File: src/common/pmsr_defs.svh
// offsets, field positions, reset values and timing counts of the system registers
`ifndef PMSR_DEFS_SVH
`define PMSR_DEFS_SVH

// ****************************************
// register locations selected by the pointer
// ****************************************
`define PMSR_OFS_POINTER 16'h0000
`define PMSR_OFS_DATECODE 16'h0002
`define PMSR_OFS_PINSTATE 16'h001E
`define PMSR_OFS_CONFIG 16'h0042
`define PMSR_OFS_SHIFTS 16'h0048

// ****************************************
// field positions
// ****************************************
`define PMSR_GAIN1_LSB 27
`define PMSR_GAIN0_LSB 24
`define PMSR_TRIM_LSB 16
`define PMSR_SWIRE_BIT 8
`define PMSR_SRST_LSB 6
`define PMSR_SHDN_LSB 4
`define PMSR_REFDIS_BIT 2
`define PMSR_CONV_VOLT 1
`define PMSR_CONV_CURR 0
`define PMSR_PIN_LSB 3
`define PMSR_ADDR_LSB 1
`define PMSR_MULTI_BIT 0
`define PMSR_PWR_LSB 16
`define PMSR_CUR_LSB 8
`define PMSR_VOLT_LSB 0

// ****************************************
// reset values, writable masks, timing
// ****************************************
`define PMSR_CONFIG_RESET 32'h0042_0000
`define PMSR_CONFIG_WMASK 32'h3FFF_01F4
`define PMSR_SHIFTS_RESET 32'h0000_0000
`define PMSR_SHIFTS_WMASK 32'h00FF_FFFF
`define PMSR_GAIN_MAX_CODE 3'h5
`define PMSR_STRAP_SETTLE 4'h4
`define PMSR_SAMPLE_W 24

`endif

File: src/common/pmsr_pkg.sv
// types shared by the system register bank
`include "pmsr_defs.svh"
package pmsr_pkg;
  // gain as a power of two exponent, gain = 2**value
  typedef logic [2:0] pmsr_gain_t;

  // whole state of the register bank
  typedef struct packed {
    logic [15:0] ptr;
    logic [31:0] cfg;
    logic [31:0] shifts;
    logic [6:0] pinSync0;
    logic [6:0] pinSync1;
    logic [6:0] pinSync2;
    logic [6:0] pinStable;
    logic [3:0] settleCnt;
    logic strapDone;
    logic [2:0] strap;
    logic [31:0] rdData;
    logic rdValid;
    logic cmdErr;
    logic [`PMSR_SAMPLE_W-1:0] voltSample;
    logic [`PMSR_SAMPLE_W-1:0] currSample;
  } pmsr_state_t;
endpackage

File: src/verilog/pmsr_system_regs.sv
// system register bank of the power monitor: pointer, date code, pin state, config, shifts
//
// Function
// - pointer selects target of every access
// - only set-pointer command changes the pointer
// - date code register fixed and read-only
// - status bits 6:3 show input pin levels
// - status bits 2:1 hold address straps
// - status bit 0 one when mode low
// - channel 1 gain codes, reserved means one
// - channel 0 gain uses same encoding
// - soft-reset field selects converters held
// - held converter runs, samples forced zero
// - shutdown field powers converters down independently
// - clearing shutdown re-enables that converter
// - reference trim field, reset value 0x42
// - single-wire auto transmit enable, default off
// - reference disable bit, default enabled
// - range word holds three shift bytes
// - power shift scales active and reactive
// - range byte layout, top byte zero
`timescale 1ns/1ps
`include "pmsr_defs.svh"
module pmsr_system_regs #(
  parameter logic [15:0] DATE_CODE = 16'hA115, // arbitrary value
  parameter int SAMPLE_W = 24
) (
  input wire logic core_clk,
  input wire logic reset,
  input wire logic setPtrStb,
  input wire logic [15:0] setPtrData,
  input wire logic wrStb,
  input wire logic [31:0] wrData,
  input wire logic rdStb,
  output logic [31:0] rdData,
  output logic rdValid,
  output logic cmdErr,
  input wire logic [3:0] gpPin,
  input wire logic [3:0] gpPinIsInput,
  input wire logic [1:0] addrStrapPins,
  input wire logic modeStrapPin,
  input wire logic [SAMPLE_W-1:0] voltSampleIn,
  input wire logic [SAMPLE_W-1:0] currSampleIn,
  output logic [SAMPLE_W-1:0] voltSampleOut,
  output logic [SAMPLE_W-1:0] currSampleOut,
  output pmsr_pkg::pmsr_gain_t gainSelCh1,
  output pmsr_pkg::pmsr_gain_t gainSelCh0,
  output logic voltConvSoftReset,
  output logic currConvSoftReset,
  output logic voltConvEnable,
  output logic currConvEnable,
  output logic [7:0] refTempcoTrim,
  output logic refDisable,
  output logic singleWireEn,
  output logic [15:0] targetPointer,
  output logic [7:0] activePowerShift,
  output logic [7:0] reactivePowerShift,
  output logic [7:0] currentRmsShift,
  output logic [7:0] voltageRmsShift
);
  import pmsr_pkg::*;

  // ****************************************
  // elaboration checks
  // ****************************************
  // the state struct carries samples at a fixed width
  if (SAMPLE_W != `PMSR_SAMPLE_W) begin : g_badWidth
    $error("SAMPLE_W must match the state struct sample width");
  end

  // ****************************************
  // helpers
  // ****************************************
  // reserved gain codes fall back to unity gain
  function automatic pmsr_gain_t gainExp(input logic [2:0] code);
    if (code > `PMSR_GAIN_MAX_CODE) begin
      gainExp = 3'h0;
    end else begin
      gainExp = code;
    end
  endfunction

  // masked update, unimplemented bits stay zero
  function automatic logic [31:0] maskedWrite(input logic [31:0] data, input logic [31:0] mask);
    maskedWrite = data & mask;
  endfunction

  pmsr_state_t st;
  pmsr_state_t next_st;
  logic [15:0] statusWord;
  logic [32:0] readHit;
  logic cmdSetPtr;
  logic cmdWrite;
  logic cmdRead;

  // ****************************************
  // command decode
  // ****************************************
  // one command per cycle; set-pointer wins, then write, then read
  assign cmdSetPtr = setPtrStb;
  assign cmdWrite = wrStb && !setPtrStb;
  assign cmdRead = rdStb && !setPtrStb && !wrStb;

  // status word: live input pins plus straps caught after reset
  always_comb begin
    statusWord = 16'h0000;
    statusWord[`PMSR_PIN_LSB +: 4] = st.pinStable[3:0] & gpPinIsInput;
    statusWord[`PMSR_ADDR_LSB +: 2] = st.strap[2:1];
    statusWord[`PMSR_MULTI_BIT] = st.strap[0];
  end

  // read mux addressed by the pointer; top bit flags a mapped location
  always_comb begin
    case (st.ptr)
      `PMSR_OFS_POINTER: begin
        readHit = {1'b1, 16'h0000, st.ptr};
      end
      `PMSR_OFS_DATECODE: begin
        readHit = {1'b1, 16'h0000, DATE_CODE};
      end
      `PMSR_OFS_PINSTATE: begin
        readHit = {1'b1, 16'h0000, statusWord};
      end
      `PMSR_OFS_CONFIG: begin
        readHit = {1'b1, st.cfg};
      end
      `PMSR_OFS_SHIFTS: begin
        readHit = {1'b1, st.shifts};
      end
      default: begin
        readHit = 33'h0_0000_0000;
      end
    endcase
  end

  // ****************************************
  // next state
  // ****************************************
  always_comb begin
    next_st = st;
    next_st.rdValid = 1'b0;
    next_st.cmdErr = 1'b0;
    // pin synchroniser: three flops, a change counts when stages two and three agree
    next_st.pinSync0 = {modeStrapPin, addrStrapPins, gpPin};
    next_st.pinSync1 = st.pinSync0;
    next_st.pinSync2 = st.pinSync1;
    for (int i = 0; i < 7; i++) begin
      if (st.pinSync1[i] == st.pinSync2[i]) begin
        next_st.pinStable[i] = st.pinSync2[i];
      end
    end
    // straps are caught once after release and then frozen
    if (!st.strapDone) begin
      if (st.settleCnt == `PMSR_STRAP_SETTLE) begin
        next_st.strapDone = 1'b1;
        next_st.strap = {st.pinStable[5:4], !st.pinStable[6]};
      end else begin
        next_st.settleCnt = st.settleCnt + 4'h1;
      end
    end
    // pointer moves only on its own command; writes never reach it
    if (cmdSetPtr) begin
      next_st.ptr = setPtrData;
    end
    // register writes land at the pointer; read-only locations refuse
    if (cmdWrite) begin
      case (st.ptr)
        `PMSR_OFS_CONFIG: begin
          next_st.cfg = maskedWrite(wrData, `PMSR_CONFIG_WMASK);
        end
        `PMSR_OFS_SHIFTS: begin
          next_st.shifts = maskedWrite(wrData, `PMSR_SHIFTS_WMASK);
        end
        default: begin
          next_st.cmdErr = 1'b1;
        end
      endcase
    end
    // reads answer one cycle later from a flop
    if (cmdRead) begin
      next_st.rdValid = 1'b1;
      next_st.rdData = readHit[31:0];
      next_st.cmdErr = !readHit[32];
    end
    // a held converter keeps running but its samples read as zero
    if (st.cfg[`PMSR_SRST_LSB + `PMSR_CONV_VOLT]) begin
      next_st.voltSample = '0;
    end else begin
      next_st.voltSample = voltSampleIn;
    end
    if (st.cfg[`PMSR_SRST_LSB + `PMSR_CONV_CURR]) begin
      next_st.currSample = '0;
    end else begin
      next_st.currSample = currSampleIn;
    end
  end

  // ****************************************
  // state register
  // ****************************************
  always_ff @(posedge core_clk or posedge reset) begin
    if (reset) begin
      st <= '0;
      st.cfg <= `PMSR_CONFIG_RESET;
      st.shifts <= `PMSR_SHIFTS_RESET;
    end else begin
      st <= next_st;
    end
  end

  // ****************************************
  // outputs
  // ****************************************
  // every control output but targetPointer comes from the config or range flops, the gains through the reserved-code fallback
  assign rdData = st.rdData;
  assign rdValid = st.rdValid;
  assign cmdErr = st.cmdErr;
  assign targetPointer = st.ptr;
  assign voltSampleOut = st.voltSample;
  assign currSampleOut = st.currSample;
  assign gainSelCh1 = gainExp(st.cfg[`PMSR_GAIN1_LSB +: 3]);
  assign gainSelCh0 = gainExp(st.cfg[`PMSR_GAIN0_LSB +: 3]);
  assign voltConvSoftReset = st.cfg[`PMSR_SRST_LSB + `PMSR_CONV_VOLT];
  assign currConvSoftReset = st.cfg[`PMSR_SRST_LSB + `PMSR_CONV_CURR];
  // enable is the inverse of the shutdown bit; clearing the bit raises enable again
  assign voltConvEnable = !st.cfg[`PMSR_SHDN_LSB + `PMSR_CONV_VOLT];
  assign currConvEnable = !st.cfg[`PMSR_SHDN_LSB + `PMSR_CONV_CURR];
  assign refTempcoTrim = st.cfg[`PMSR_TRIM_LSB +: 8];
  assign refDisable = st.cfg[`PMSR_REFDIS_BIT];
  assign singleWireEn = st.cfg[`PMSR_SWIRE_BIT];
  // one power byte feeds both power paths so their scales cannot drift apart
  assign activePowerShift = st.shifts[`PMSR_PWR_LSB +: 8];
  assign reactivePowerShift = st.shifts[`PMSR_PWR_LSB +: 8];
  assign currentRmsShift = st.shifts[`PMSR_CUR_LSB +: 8];
  assign voltageRmsShift = st.shifts[`PMSR_VOLT_LSB +: 8];
endmodule

File: config.mk
export PLATFORM = sky130hd
export DESIGN_NAME = pmsr_system_regs
export DESIGN_NICKNAME = d
export VERILOG_FILES = /design/src/common/pmsr_pkg.sv /design/src/verilog/pmsr_system_regs.sv
export VERILOG_INCLUDE_DIRS = /design/src /design/src/common
export SDC_FILE = /design/constraint.sdc
export NUM_CORES = 1
export LEC_CHECK = 0
export ABC_AREA = 0
export BUFFER_PORTS_ARGS = -buffer_cell sky130_fd_sc_hd__buf_2
export CAP_MARGIN = 20
export CORE_ASPECT_RATIO = 2
export CORE_MARGIN = 1.5
export CORE_UTILIZATION = 50
export DETAILED_ROUTE_END_ITERATION = 6
export MAX_ROUTING_LAYER = met4
export PLACE_DENSITY = 0.87
export SYNTH_ARGS = -nofsm -noshare
export SYNTH_HDL_FRONTEND = slang
export SYNTH_SLANG_ARGS = --single-unit
File: constraint.sdc
create_clock -name core_clk -period 6.4 [get_ports core_clk]
set_clock_uncertainty 0.05 [all_clocks]
set_input_delay 0 -clock core_clk [delete_from_list [all_inputs] [get_ports core_clk]]
set_output_delay 0 -clock core_clk [all_outputs]
set_load 0.05 [all_outputs]
# Word-level counts from Yosys, hierarchy flattened
# Cells that the tools add are included.
# classes
n_addsub	1
n_lt_le_gt_ge	2
eq_ne	12
mux	10
n_bitwise	3
reduce_logical	15
# op_table
cell	count
$pmux W33 S5	1
$mux W24	2
$eq A16 B7 Y1 const B	2
$eq A16 B2 Y1 const B	1
$eq A16 B5 Y1 const B	1
$logic_not A16 Y1	1
$mux W4	2
$reduce_and A2 Y1	4
$eq A1 B1 Y1	7
$gt A3 B3 Y1 const B	2
$logic_not A1 Y1	6
$mux W3	2
$add A4 B1 Y4 const B	1
$and A4 B4 Y4	1
$eq A4 B3 Y1 const B	1
$logic_and A1 B1 Y1	3
$mux W1	2
$mux W2	1
$not A1 Y1	2
$reduce_or A2 Y1	1
# totals
reg_bits	178
output_inout_bits	150

# Longest topological paths before layout
# logic_depth
depth_word	5
mapped_depth	7
mapped_depth_nobuf	5

# Worst setup path after synthesis
# Ideal clock, no wire load.
# synth_timing
path_type	reg2reg
start	register st, in the netlist targetPointer[13]
end	register st, in the netlist activePowerShift[0]
t_arrival_ns	2.011
setup_slack_ns	4.213
path_stages_with_launch	7
synth_period_minus_slack_ns	2.187
cell_sequence	dfrtp_1 -> or4_1 -> buf_4 -> nor4_4 -> nand4b_4 -> buf_6 -> mux2_4
# synth_between
elab_chain_len	2
# synth_lines
element	line	text
from (decl)	pmsr_system_regs.sv:88	pmsr_state_t st;
from (signal assigned)	pmsr_system_regs.sv:207	st <= next_st;
$eq A16 B7 Y1	pmsr_system_regs.sv:167	case (st.ptr)
$reduce_and A2 Y1 (no line)	n/a	
# No other way between the ends.
# A chain may end at the register's enable or synchronous reset.

# Worst setup path in the final report
# layout_timing
start	register st, in the netlist targetPointer[13]
end	register st, in the netlist refTempcoTrim[4]
# The elaborated chain is that of the path after synthesis.

==> impl_metrics.tcl <==
set metrics [dict create \
    status "finished, final reports clean" \
    max_slew_margin_pct 40.7 \
    htreeDepth 4 \
    routedWlPerCell_um 17.2 \
    vias 5191 \
    core_um2 14900 \
    finalMaxSlewViolations 0 \
    clkTransAtPathRegs_ps 70 \
    wl_um 18100 \
    clock-sinks 176 \
    maxCapViolCount 0 \
    final_common_cell "buf_2" \
    die_y_um 178 \
    layout_common_cells "257 x buf_2, 174 x dfrtp_1, 108 x dlygate4sd3_1, 54 x nor2b_1, 45 x nand2_1" \
    syn_inst 615 \
    row_count 63 \
    grt_max_degree 104 \
    synth_edf_count 0 \
    insertion_delay_ps 420 \
    grt_pass1_vias 5489 \
    leakage_nw 4.99 \
    setup_violations 0 \
    numCtsBuffers 17 \
    ctsLongestPathBuffers 2 \
    overflow 0 \
    dp_hpwl_um 11400 \
    routabilityCongestion 0.759 \
    drt_iter0_drc 174 \
    min_period_ps 2950 \
    grt_pass1_wl_um 28000 \
    diodes 0 \
    hold_path.class "input port to flip-flop" \
    worstPathRequired_ps 6640 \
    powerDensity_nw_per_um2 255 \
    cp.arrival_ps 3190 \
    route.detailed.drc 0 \
    hold_viol 0 \
    layout-area-overhead-vs-synth_pct 27.0 \
    ctsResizeCount 0 \
    tns_ps 0 \
    clock.fmax_ghz 0.339 \
    initial_utilization_pct 51.5 \
    antenna_found_initial 0 \
    die_w_um 90.6 \
    synth-async-reset-ratio_pct 100 \
    start_kind "flip-flop" \
    dr.pass1.iters 4 \
    layout.nets 958 \
    ys_ff_latch 176 \
    drive_gt1_share_pct 42.5 \
    worst_slew_pin_slew_ps 882 \
    fin_crit_sh_pct 46.1 \
    worstPathMaxFanout 13 \
    rsz0062_at_grt "no" \
    ant_nets 0 \
    vias_per_cell 4.93 \
    hold_ws_ps 84.6 \
    grt_use_total_pct 23.4 \
    synth_area_per_cell_um2 12.5 \
    tritoncts "done" \
    peakVddDrop_mv 0.185 \
    syn_area_um2 7670 \
    yosysSeqAreaShare_pct 57.4 \
    cts-root-buf "clkbuf_16" \
    ys_types 46 \
    yosys_warnings 0 \
    yosys_most_used_dff "dfrtp_1" \
    end_kind "flip-flop" \
    dieArea_um2 16100 \
    crit_type "flip-flop to flip-flop" \
    io_pins 262 \
    numPortBuffers 257 \
]
-- repair_timing --
| action | CTS | global route |
|---|---|---|
| endpoints found under the setup margin | 0 | 0 |
| endpoints found under the hold margin | 222 | 0 |
| buffers inserted | 0 | 0 |
| hold buffers | 108 | 0 |
-- registers in the layout, indices dropped and copies added, names as in the netlist, 14 cells and up --
signal         flops
next_st           14
targetPointer     16
voltSampleOut     24
currSampleOut     24
rdData            30
st                30
-- per-stage QoR --
| step | instances | power, mW | cell area [µm²] | worst slack [ps] | utilization [%] |
|---|---|---|---|---|---|
| after global placement | 912 | 1.46 | 8100 | 3530 | 54.4 |
| after global routing | 1052 | 2.58 | 9740 | 3350 | 65.4 |
| final | 1052 | 2.49 | 9740 | 3450 | 65.4 |
| after floorplan | 616 | 1.43 | 7680 | 1580 | - |
| after CTS | 1052 | 2.51 | 9740 | 3460 | 65.4 |
| after detailed placement | 912 | 1.47 | 8100 | 3480 | 54.4 |
-- layout make-up --
cell class | count | area [µm²]
clock buffers | 17 | 425
clock inverters | 15 | 135
fillers | 1051 | 5150
inverters | 8 | 35.0
multi-input cells | 271 | 2090
flip-flops and latches | 176 | 4410
well taps | 195 | 244
repair buffers | 370 | 2400
-- Yosys cell counts (2+ instances only) --
cell / count / area [µm²]
a21oi_1: 7 / 35.0
clkbuf_1: 13 / 48.8
nand2b_1: 3 / 18.8
ha_1: 2 / 25.0
dfstp_2: 2 / 52.6
xnor2_1: 3 / 26.3
nand4_1: 3 / 18.8
o21ai_0: 5 / 25.0
nor4_1: 2 / 12.5
a31oi_1: 5 / 31.3
or3b_2: 2 / 17.5
nand2_1: 45 / 169
nor2b_1: 54 / 338
nand3_1: 12 / 60.1
a32oi_1: 5 / 43.8
mux2_2: 36 / 405
o21ai_1: 7 / 35.0
or3_1: 2 / 12.5
mux2_1: 6 / 67.6
or4_1: 3 / 22.5
buf_6: 2 / 22.5
or4b_2: 3 / 30.0
a21boi_0: 3 / 22.5
nor2_1: 7 / 26.3
buf_4: 138 / 1040
a22oi_1: 13 / 97.6
maj3_1: 7 / 70.1
dfrtp_1: 174 / 4350
buf_2: 7 / 35.0
nor4_4: 3 / 63.8
inv_1: 7 / 26.3
mux2_4: 20 / 300
-- worst paths after layout --
kind                              startpoint                 to  slack (ps)  depth (start not counted)
min in group asynchronous              reset   voltSampleOut[6]         310                          3
hold / removal                     setPtrStb  targetPointer[14]          80                          2
hold reg to reg                 next_st[104]        next_st[97]         300                          0
setup reg to reg           targetPointer[13]   refTempcoTrim[4]        3450                          5
setup / recovery           targetPointer[13]   refTempcoTrim[4]        3450                          5
max in group asynchronous              reset   refTempcoTrim[3]        4550                          4
-- layer usage --
| metal | track usage [%] | wire [µm] | share of wire, % |
|---|---|---|---|
| met5 | - | 0 | 0 |
| met4 | 12.4 | 647 | 3.6 |
| met2 | 42.1 | 10000 | 55 |
| met1 | 24.1 | 6720 | 37 |
| met3 | 4.01 | 746 | 4.1 |
-- power by group --
part	switching [mW]	leakage [nW]	internal (mW)	total [mW]
clock	0.443	0.275	0.541	0.984
combinational	0.200	2.51	0.119	0.319
sequential	0.0287	2.21	1.16	1.18
-- critical path, stage by stage, from the launching register on --
cell	delay (ps)
dfrtp_1	400
or4_1	770
nor3_2	420
nand4_1	470
buf_4	400
mux2_2	300
-- cell families after synthesis --
family	share of synthesized area [%]
AOI/OAI and AO/OA	4.21
xor gates and xnor gates	0.343
adders and majority gates	1.24
buffers and inverters	15.3
DFF	57.4
muxes	10.1
other	0.0489
and+or+nand+nor	11.3
No activity file was read; power rests on OpenSTA's default activity.
